**src/design/mchsp_pkg.sv**
```systemverilog
// package of the host serial port: datagram layout, config fields, timing
// assumes a 10 MHz system clock and a 32-bit datagram, msb first
package mchsp_pkg;

  // ----------------------------------------------------------------
  // clock and timing
  // ----------------------------------------------------------------
  localparam int CLK_PERIOD_NS = 100;
  localparam int POR_TIME_NS = 1000;
  localparam int POR_CYCLES = (POR_TIME_NS + CLK_PERIOD_NS - 1) / CLK_PERIOD_NS;
  localparam logic [7:0] POR_LAST = 8'(POR_CYCLES - 1);

  // ----------------------------------------------------------------
  // datagram
  // ----------------------------------------------------------------
  localparam int DG_BITS = 32;
  localparam int BUF_DEPTH = 2;
  localparam logic [5:0] DG_FULL_COUNT = 6'h20;
  localparam logic [5:0] DG_SAT_COUNT = 6'h21;

  typedef struct packed {
    logic ramSelect;
    logic [5:0] address;
    logic readNotWrite;
    logic [23:0] data;
  } mchsp_datagram_type;

  // ----------------------------------------------------------------
  // config register inside the port
  // ----------------------------------------------------------------
  localparam logic [5:0] CFG_ADDR = 6'h3f;
  localparam int CFG_IRQ_BIT = 0;
  localparam int CFG_PREDIV_LSB = 8;
  localparam logic [3:0] PREDIV_RESET = 4'hf;

  typedef struct packed {
    logic irqDirect;
    logic [3:0] prediv;
  } mchsp_cfg_type;

  localparam mchsp_cfg_type CFG_RESET = '{irqDirect: 1'b0, prediv: PREDIV_RESET};

  // ----------------------------------------------------------------
  // pins and line indices
  // ----------------------------------------------------------------
  typedef struct packed {
    logic out;
    logic oe;
  } mchsp_pin_type;

  localparam int LINE_SEL = 0;
  localparam int LINE_SCK = 1;
  localparam int LINE_SDI = 2;
  localparam int LINE_COUNT = 3;

  typedef enum logic [1:0] {
    ST_PWRUP = 2'b00,
    ST_IDLE = 2'b01,
    ST_ACTIVE = 2'b11,
    ST_SKIP = 2'b10
  } mchsp_state_type;

endpackage

```
**src/design/mchsp_host_port.sv**
```systemverilog
// host serial port of a motion controller: 32-bit datagram slave
// assumes the host lines are asynchronous and slow against clk_sys
`timescale 1ns/1ps
`default_nettype none
module mchsp_host_port
  import mchsp_pkg::*;
(
  input wire logic clk_sys, // system clock, 10 MHz
  input wire logic rst_n, // async reset, active low
  input wire logic clockStable, // clock settled
  input wire logic hostSelectN, // host select, active low
  input wire logic hostSclk, // host serial clock
  input wire logic hostSerialIn, // host serial data in
  input wire logic irqN, // device interrupt, active low
  input wire logic [7:0] statusIn, // status for return datagram
  input wire logic [23:0] readDataIn, // read data for return datagram
  output logic irqMuxedHostOut, // data out or interrupt
  output mchsp_pin_type hostSerialOutTristate, // tristate data out
  output logic dgValid, // received datagram ready
  input wire logic dgReady, // core takes datagram
  output mchsp_datagram_type dgData, // received datagram
  output logic [3:0] driverClockPrediv, // driver clock prescaler
  output logic irqDirectMode // interrupt not multiplexed
);

  // ----------------------------------------------------------------
  // line synchronisers
  // ----------------------------------------------------------------
  logic [LINE_COUNT-1:0] rawLines;
  logic [LINE_COUNT-1:0] syncFirst_reg, syncSecond_reg, syncPrev_reg;
  logic selLevel, selRise, selFall, sckRise, sckFall, sdiLevel;

  assign rawLines = {hostSerialIn, hostSclk, hostSelectN};

  genvar gi;
  generate
    for (gi = 0; gi < LINE_COUNT; gi++) begin : g_sync
      always_ff @(posedge clk_sys or negedge rst_n) begin
        if (!rst_n) begin
          syncFirst_reg[gi] <= 1'b1;
          syncSecond_reg[gi] <= 1'b1;
          syncPrev_reg[gi] <= 1'b1;
        end else begin
          syncFirst_reg[gi] <= rawLines[gi];
          syncSecond_reg[gi] <= syncFirst_reg[gi];
          syncPrev_reg[gi] <= syncSecond_reg[gi];
        end
      end
    end
  endgenerate

  assign selLevel = syncSecond_reg[LINE_SEL];
  assign selRise = selLevel && !syncPrev_reg[LINE_SEL];
  assign selFall = !selLevel && syncPrev_reg[LINE_SEL];
  assign sckRise = syncSecond_reg[LINE_SCK] && !syncPrev_reg[LINE_SCK];
  assign sckFall = !syncSecond_reg[LINE_SCK] && syncPrev_reg[LINE_SCK];
  assign sdiLevel = syncSecond_reg[LINE_SDI];

  // ----------------------------------------------------------------
  // frame engine
  // ----------------------------------------------------------------
  mchsp_state_type state_reg, state_next;
  logic [7:0] porCount_reg, porCount_next;
  logic [DG_BITS-1:0] rxShift_reg, rxShift_next;
  logic [DG_BITS-1:0] txShift_reg, txShift_next;
  logic [5:0] bitCount_reg, bitCount_next;
  logic [1:0] fallPipe_reg, fallPipe_next;
  mchsp_cfg_type cfg_reg, cfg_next;
  mchsp_datagram_type frame;
  logic pushValid, bufInReady, cfgWrite;

  assign frame = rxShift_reg;
  assign cfgWrite = pushValid && !frame.readNotWrite && frame.ramSelect
    && (frame.address == CFG_ADDR);

  always_comb begin
    state_next = state_reg;
    porCount_next = porCount_reg;
    rxShift_next = rxShift_reg;
    txShift_next = txShift_reg;
    bitCount_next = bitCount_reg;
    cfg_next = cfg_reg;
    pushValid = 1'b0;
    // delay each output step past the clock fall
    fallPipe_next = {fallPipe_reg[0], sckFall && (state_reg == ST_ACTIVE)};
    unique case (state_reg)
      // wait out power-up and unstable clock
      ST_PWRUP: begin
        if (clockStable) begin
          if (porCount_reg == POR_LAST) begin
            state_next = selLevel ? ST_IDLE : ST_SKIP;
          end else begin
            porCount_next = 8'(porCount_reg + 1'b1);
          end
        end
      end
      ST_IDLE: begin
        if (selFall) begin
          if (bufInReady) begin
            // load return datagram, status on top
            state_next = ST_ACTIVE;
            bitCount_next = '0;
            txShift_next = {statusIn, readDataIn};
          end else begin
            state_next = ST_SKIP;
          end
        end
      end
      ST_ACTIVE: begin
        if (selRise) begin
          state_next = ST_IDLE;
          // full datagram to buffer on select rise
          if (bitCount_reg == DG_FULL_COUNT) begin
            pushValid = 1'b1;
          end
        end else begin
          // sample input on serial clock rise
          if (sckRise) begin
            rxShift_next = {rxShift_reg[DG_BITS-2:0], sdiLevel};
            if (bitCount_reg != DG_SAT_COUNT) begin
              bitCount_next = 6'(bitCount_reg + 1'b1);
            end
          end
          // next bit down, msb first; first fall keeps bit 31
          if (fallPipe_reg[1] && (bitCount_reg != '0)) begin
            txShift_next = {txShift_reg[DG_BITS-2:0], 1'b0};
          end
        end
      end
      ST_SKIP: begin
        if (selRise) begin
          state_next = ST_IDLE;
        end
      end
    endcase
    if (cfgWrite) begin
      cfg_next.irqDirect = frame.data[CFG_IRQ_BIT];
      cfg_next.prediv = frame.data[CFG_PREDIV_LSB +: 4];
    end
  end

  always_ff @(posedge clk_sys or negedge rst_n) begin
    if (!rst_n) begin
      state_reg <= ST_PWRUP;
      porCount_reg <= '0;
      rxShift_reg <= '0;
      txShift_reg <= '0;
      bitCount_reg <= '0;
      fallPipe_reg <= '0;
      cfg_reg <= CFG_RESET;
    end else begin
      state_reg <= state_next;
      porCount_reg <= porCount_next;
      rxShift_reg <= rxShift_next;
      txShift_reg <= txShift_next;
      bitCount_reg <= bitCount_next;
      fallPipe_reg <= fallPipe_next;
      cfg_reg <= cfg_next;
    end
  end

  assign driverClockPrediv = cfg_reg.prediv;
  assign irqDirectMode = cfg_reg.irqDirect;

  // ----------------------------------------------------------------
  // output pins
  // ----------------------------------------------------------------
  logic muxOut_reg, muxOut_next;
  mchsp_pin_type triOut_reg, triOut_next;

  always_comb begin
    // interrupt while idle or in direct mode, data while selected otherwise
    if (cfg_reg.irqDirect || selLevel) begin
      muxOut_next = irqN;
    end else begin
      muxOut_next = txShift_reg[DG_BITS-1];
    end
    triOut_next.oe = !selLevel;
    triOut_next.out = txShift_reg[DG_BITS-1];
  end

  always_ff @(posedge clk_sys or negedge rst_n) begin
    if (!rst_n) begin
      muxOut_reg <= 1'b1;
      triOut_reg <= '{out: 1'b0, oe: 1'b0};
    end else begin
      muxOut_reg <= muxOut_next;
      triOut_reg <= triOut_next;
    end
  end

  assign irqMuxedHostOut = muxOut_reg;
  assign hostSerialOutTristate = triOut_reg;

  // ----------------------------------------------------------------
  // datagram buffer
  // ----------------------------------------------------------------
  logic [DG_BITS-1:0] bufOut;

  mchsp_buffer #(
    .WIDTH(DG_BITS),
    .DEPTH(BUF_DEPTH)
  ) u_buffer (
    .clk_sys(clk_sys),
    .rst_n(rst_n),
    .inValid(pushValid),
    .inReady(bufInReady),
    .inData(rxShift_reg),
    .outValid(dgValid),
    .outReady(dgReady),
    .outData(bufOut)
  );

  assign dgData = bufOut;
endmodule // mchsp_host_port
`default_nettype wire

```
**src/design/mchsp_buffer.sv**
```systemverilog
// two-entry datagram buffer with valid/ready on both sides
// assumes one clock and an asynchronous active-low reset
`timescale 1ns/1ps
`default_nettype none
module mchsp_buffer
  import mchsp_pkg::*;
#(
  parameter int WIDTH = DG_BITS,
  parameter int DEPTH = BUF_DEPTH
) (
  input wire logic clk_sys, // system clock
  input wire logic rst_n, // async reset, active low
  input wire logic inValid, // write request
  output logic inReady, // room for a word
  input wire logic [WIDTH-1:0] inData, // word written
  output logic outValid, // word available
  input wire logic outReady, // sink takes word
  output logic [WIDTH-1:0] outData // oldest word
);
  localparam int PW = (DEPTH > 1) ? $clog2(DEPTH) : 1;
  localparam int CW = $clog2(DEPTH + 1);
  localparam logic [CW-1:0] FULL = CW'(DEPTH);
  localparam logic [PW-1:0] LAST = PW'(DEPTH - 1);

  logic [WIDTH-1:0] mem_reg [DEPTH];
  logic [PW-1:0] wrPtr_reg, wrPtr_next, rdPtr_reg, rdPtr_next;
  logic [CW-1:0] count_reg, count_next;
  logic doWrite, doRead;

  // ----------------------------------------------------------------
  // pointers and fill level
  // ----------------------------------------------------------------
  assign inReady = (count_reg != FULL);
  assign outValid = (count_reg != '0);
  assign outData = mem_reg[rdPtr_reg];
  assign doWrite = inValid && inReady;
  assign doRead = outValid && outReady;

  always_comb begin
    wrPtr_next = wrPtr_reg;
    rdPtr_next = rdPtr_reg;
    count_next = count_reg;
    if (doWrite) begin
      wrPtr_next = (wrPtr_reg == LAST) ? '0 : PW'(wrPtr_reg + 1'b1);
    end
    if (doRead) begin
      rdPtr_next = (rdPtr_reg == LAST) ? '0 : PW'(rdPtr_reg + 1'b1);
    end
    if (doWrite && !doRead) begin
      count_next = CW'(count_reg + 1'b1);
    end else if (doRead && !doWrite) begin
      count_next = CW'(count_reg - 1'b1);
    end
  end

  always_ff @(posedge clk_sys or negedge rst_n) begin
    if (!rst_n) begin
      wrPtr_reg <= '0;
      rdPtr_reg <= '0;
      count_reg <= '0;
    end else begin
      wrPtr_reg <= wrPtr_next;
      rdPtr_reg <= rdPtr_next;
      count_reg <= count_next;
    end
  end

  // storage carries no reset
  always_ff @(posedge clk_sys) begin
    if (doWrite) begin
      mem_reg[wrPtr_reg] <= inData;
    end
  end

endmodule // mchsp_buffer
`default_nettype wire

```
**config.mk**
```make
export PLATFORM = sky130hd
export DESIGN_NAME = mchsp_host_port
export DESIGN_NICKNAME = d
export VERILOG_FILES = /design/src/design/mchsp_pkg.sv /design/src/design/mchsp_host_port.sv /design/src/design/mchsp_buffer.sv
export SDC_FILE = /design/constraint.sdc
export NUM_CORES = 1
export LEC_CHECK = 0
export BUFFER_PORTS_ARGS = -buffer_cell sky130_fd_sc_hd__buf_4
export CORE_ASPECT_RATIO = 0.7
export CORE_MARGIN = 1.5
export CORE_UTILIZATION = 40
export CTS_BUF_LIST = sky130_fd_sc_hd__clkbuf_16
export DETAILED_ROUTE_END_ITERATION = 6
export REMOVE_ABC_BUFFERS = 1
export SLEW_MARGIN = 20
export SYNTH_ARGS = -nofsm -noshare
export SYNTH_HDL_FRONTEND = slang
export SYNTH_HIERARCHICAL = 1
export SYNTH_SLANG_ARGS = --single-unit
```
**constraint.sdc**
```tcl
create_clock -name clk_sys -period 3.7 [get_ports clk_sys]
set_input_delay 0.185 -clock clk_sys [delete_from_list [all_inputs] [get_ports clk_sys]]
set_output_delay 0.185 -clock clk_sys [all_outputs]
set_load 0.05 [all_outputs]
```
======== Word level (Yosys, flattened, before mapping) ========
Memories as Yosys holds them, arrays and structs flattened.
Cells that the tools add are included.
operators by class
  magnitude comparators ................... 0
  muxes and demuxes ....................... 28
  equality and inequality tests ........... 17
  reduce and logical (&&, ||, !) cells .... 32
  add/sub/neg operators ................... 6
  shifts and indexed selects .............. 0
  div/mod/pow operators ................... 0
  $mul .................................... 0
  bitwise operators ....................... 2
operators by type and width
  cell                 number
  $mux 32              4
  $pmux 32 s2          1
  $mux 6               5
  $mux 2               7
  $logic_and 1x1->1    13
  $eq 6x6->1 const B   2
  $ne 2x2->1 const B   6
  $pmux 6 s2           1
  $mux 1               9
  $add 8x1->8 const B  1
  $eq 8x4->1 const B   1
  $ne 2x1->1 const B   4
  $logic_not 1->1      7
  $add 6x1->6 const B  1
  $ne 6x6->1 const B   1
  $pmux 2 s3           1
  $reduce_and 3->1     2
  $reduce_and 6->1     1
  $reduce_bool 2->1    3
  $reduce_bool 6->1    1
  $reduce_and 5->1     1
  $eq 2x2->1 const B   2
  $reduce_and 4->1     1
  $add 1x1->1 const B  2
  7 further kinds      8
storage, ports and cells
  input port bits ......................... 40
  bits in read-only memories .............. 0
  memories ................................ 1
  flip-flop bits (word level) ............. 102
  logic and storage cells ................. 108
  bits in latches ......................... 0
  bits in writable memories ............... 64
memories
  name              depth  width  read ports  clocked after Yosys merged registers in  write ports  line                source
  u_buffer.mem_reg  2      32     1           0                                        1            mchsp_buffer.sv:25  logic [WIDTH-1:0] mem_reg [DEPTH];

======== Longest topological paths before layout ========
  depth in word-level cells ............... 9
  gate-level depth with buffers ........... 11
  depth with buffers taken out ............ 10

======== By module ========
Netlist, hierarchy kept.
modules (own cells, without submodules)
  module           cells an instance  instances  area each (µm²)
  mchsp_host_port  368                1          4309.1
  mchsp_buffer     118                1          2658.8

======== Worst setup path after synthesis ========
Ideal clock, no wire load.
  path type ............................... reg2reg
  start ................................... reg state_reg[1]
  end ..................................... mem u_buffer/mem_reg[0][0] (netlist name), enable pin
  data arrival time ....................... 2.741 ns
  clock period less this slack ............ 3.162 ns
  cell stages (with the launch flop) ...... 8
  setup slack ............................. 0.538 ns
  data required time ...................... 3.279 ns
  cells stage by stage .................... dfrtp_1 buf_2 nand2_2 clkbuf_1 clkbuf_1 nor4_1 nand2_1 nor2_1
on the way
  word-level cells in the longest chain between the ends .. 5
RTL lines
  item                          line                    source
  from (decl)                   mchsp_host_port.sv:62   mchsp_state_type state_reg, state_next;
  from (signal assigned)        mchsp_host_port.sv:152  state_reg <= state_next;
  $eq 2x2->1                    mchsp_host_port.sv:86   unique case (state_reg)
  $mux 1                        mchsp_host_port.sv:86
  net pushValid                 mchsp_host_port.sv:70   logic pushValid, bufInReady, cfgWrite;
  $logic_and 1x1->1             mchsp_buffer.sv:36      assign doWrite = inValid && inReady;
  $mux 1                        mchsp_buffer.sv:70      if (doWrite) begin
  $mux 1 (implied by the code)  mchsp_buffer.sv:71      mem_reg[wrPtr_reg] <= inData;
  to (decl)                     mchsp_buffer.sv:25
The timed path passes the listed nets, and every way through them passes these cells.

======== Worst setup path in the final report ========
  start ................................... reg state_reg[1]
  end ..................................... mem u_buffer/mem_reg[0][2] (netlist name), enable pin
Same word-level chain as after synthesis.

==> reports/qor.txt <==
Status: finished, final reports clean
Drt first pass iters: 4
Grt ovf: 0
CTS Buf Count: 17
First-pass GRT wire length: 20.62 mm
Drt via density: 4.773
EDFF count, synth: 64
Synthesized area: 6968 µm²
Max FFs per register: 64
Die height: 113.4 µm
Post-Layout Cell Count: 821
DRT antenna net count: 0
Die area: 18230 µm²
Final min period: 2.632 ns
Vias in the first global route: 3983
Register area share after synthesis: 0.6445
Final setup TNS: 0 ns
Setup crit start kind: flip-flop
Async S/R FF share, synth: 0.6145
Die span in x: 160.8 µm
Pwr dens: 533.9 nW/µm²
WS Path Type: flip-flop to flip-flop
DR WL/cell: 15.00 µm
Clk root buf: clkbuf_16
Later-pin clock latency in the skew report: 0.42 ns
GP Congestion: 0.7416
Mean Syn Cell Area: 14.34 µm²
Dpl cells: 783
Period utilization: 0.7113
Overall power: 4481 µW
Synth warn: 6
Hpwl dp: 7.869 mm
RSZ-0062 raised after global routing: no
Total Wirelength: 12.32 mm
CTS sink cnt: 166
Reg2reg end: u_buffer/mem_reg[0][2]$_DFFE_PP_
Clock transition at path regs: 0.06 ns
Synth top area cells: dfrtp_1, edfxtp_1, mux2_2
Synth Flop Type: dfrtp_1
Crit path cell chain: nand2_2 > nor4_1 > nand2_1 > nor2_4 > buf_4
Storage cell area: 4492 µm²
Least-Margin Pin Slew: 1.049 ns
Post-CTS sizing: 0
Max_cap viols: 0
N_diodes: 0
Depth of the worst hold-timing path: 3
CP endpoint kind: flip-flop
Reg2reg path depth: 5
Slew HR: 0.3005
H-tree depth: 4
Core area: 17120 µm²
Synth top area share: 0.3196
Deepest clock path buffer count: 2
Arrival time at the worst endpoint: 2.69 ns
Multi-input logic area: 2301 µm²
Vias: 3919
Hold Vio Cnt, Final: 0
I/O Buffers: 80
Worst Hold Class: input pin to flip-flop
Clock skew: 0.007858 ns
Fillcell total: 1504
Reg2reg start: state_reg[1]$_DFFE_PN0P_
CTS tree: done
Max VDD drop: 0.0002695 V
Synth area leader: dfrtp_1
Critical Path Fanout Max: 40
Largest net degree at the start of global routing: 50
1st-iter DRT viols: 216
FF-to-FF setup slack: 1.07 ns
Critical-path top delay cell: nor4_1
Worst path required time: 3.76 ns
Worst path max stage delay: 0.53 ns
Antenna violations before repair: 0
Hold_sp: dgReady
Endpoints failing setup: 0
Final slew viol count: 0
GRT Resource Usage Total: 0.1456
Layout cells sized above 1: 0.3949
Hold Path Sink: u_buffer/rdPtr_reg$_DFFE_PN0P_
Row count: 40
Io pins: 81
Post-Syn Instances: 486
Starting Density: 0.4071
Fmax: 380.0 MHz
Post-synth cell types: 46
Pleak: 0.003580 µW
Area delta synth->final: 20.45%
DR DRC count: 0
Nets: 623
Count of state elements after synthesis: 166
## synth_stat cells, types with 2 or more instances
cell / number
nand2b_1: 5
a21oi_1: 2
mux2i_1: 3
o211ai_1: 4
clkbuf_1: 4
ha_1: 6
nand2_1: 102
dfstp_2: 13
xnor2_1: 8
o2bb2ai_1: 5
o21ai_0: 4
nand2_2: 2
buf_2: 6
and3_1: 3
nand3_1: 4
edfxtp_1: 64
buf_1: 4
or4_1: 2
dfrtp_1: 89
inv_1: 9
nor2b_1: 2
buf_4: 3
or3_1: 3
buf_12: 3
nand3b_1: 2
mux2_4: 34
o21ai_1: 2
mux2_2: 67
and2b_1: 2
nand4_1: 2
nor2_1: 7
and2_1: 2
nor3b_1: 2
xor2_1: 4
## stage by stage
| step | util | hold slack [ns] | setup WS [ns] | area, µm² |
|---|---|---|---|---|
| finish | 0.4904 | 0.07311 | 1.068 | 8393 |
| global route | 0.4904 | 0.07232 | 0.8570 | 8393 |
| CTS | 0.4904 | 0.05329 | 1.089 | 8393 |
| detailed placement | 0.4539 | 0.2574 | 1.098 | 7769 |
| global placement | 0.4539 | 0.2443 | 1.221 | 7769 |
| floorplan | - | -0.1106 | 0.6213 | 6814 |
## final cells by class
cell class / count / share of cell area
clock buffers: 17 / 0.05069
clock inverters: 15 / 0.01655
inverters: 9 / 0.004025
multi-input cells: 290 / 0.2742
flip-flops and latches: 166 / 0.5352
well taps: 231 / 0.03444
repair buffers: 93 / 0.08497
## per-layer routing
layer / wire, µm / up-vias / GRT usage
met5: 0 / - / 0
met4: 86 / 0 / 0.04074
met3: 399 / 5 / 0.04109
met2: 5801 / 69 / 0.2303
met1: 6030 / 1958 / 0.1981
li1: - / 1887 / -
## critical path, delay by kind of cell (launching register included)
kind	cells	cell delay, ns
and+or+nand+nor	4	1.35
DFF	1	0.51
buffers and inverters	1	0.41
## power by group
part,switching [µW],total [µW],internal (µW)
Clock,698,1680,983
Combinational,234,510,277
Sequential,152,2290,2140
Total,1080,4480,3400
## how the worst max path moves through the flow
| stage | startpoint | to | slack, ns | depth (start not counted) |
|---|---|---|---|---|
| floorplan | state_reg[1]$_DFFE_PN0P_ | u_buffer/mem_reg[0][0]$_DFFE_PP_ | 0.62 | 4 |
| global placement | state_reg[1]$_DFFE_PN0P_ | u_buffer/mem_reg[0][0]$_DFFE_PP_ | 1.22 | 5 |
| detailed placement | state_reg[1]$_DFFE_PN0P_ | u_buffer/mem_reg[0][22]$_DFFE_PP_ | 1.10 | 5 |
| CTS | state_reg[1]$_DFFE_PN0P_ | u_buffer/mem_reg[0][11]$_DFFE_PP_ | 1.09 | 5 |
| global route | state_reg[1]$_DFFE_PN0P_ | u_buffer/mem_reg[0][12]$_DFFE_PP_ | 0.86 | 5 |
| finish | state_reg[1]$_DFFE_PN0P_ | u_buffer/mem_reg[0][2]$_DFFE_PP_ | 1.07 | 5 |
## placed cells by master, fill, tap and decap left out, types with 8 or more instances in the layout
master     Yosys  layout
mux2_4        34      34
mux2_2        67      67
clkbuf_16      0      17
buf_4          3      87
inv_1          9      11
edfxtp_1      64      64
dfrtp_1       89      88
dfstp_2       13      13
xnor2_1        8       8
nand2_1      102     102
## kinds of logic after synthesis
kind of cell,Yosys count,share of synthesized area
AND/OR/NAND/NOR,146,0.09445
AO/OA/AOI/OAI,21,0.02083
adder cells (fa/ha/maj),6,0.01077
buffers and inverters,30,0.02693
multiplexers,105,0.1875
XOR/XNOR,12,0.01508
flip-flops,166,0.6445
## timing repair
action	4_1_cts	5_1_grt
endpoints found under the hold margin	43	0
hold buffers	6	0
setup buffers	0	0
Note: power is estimated with default switching activity, not from simulation.
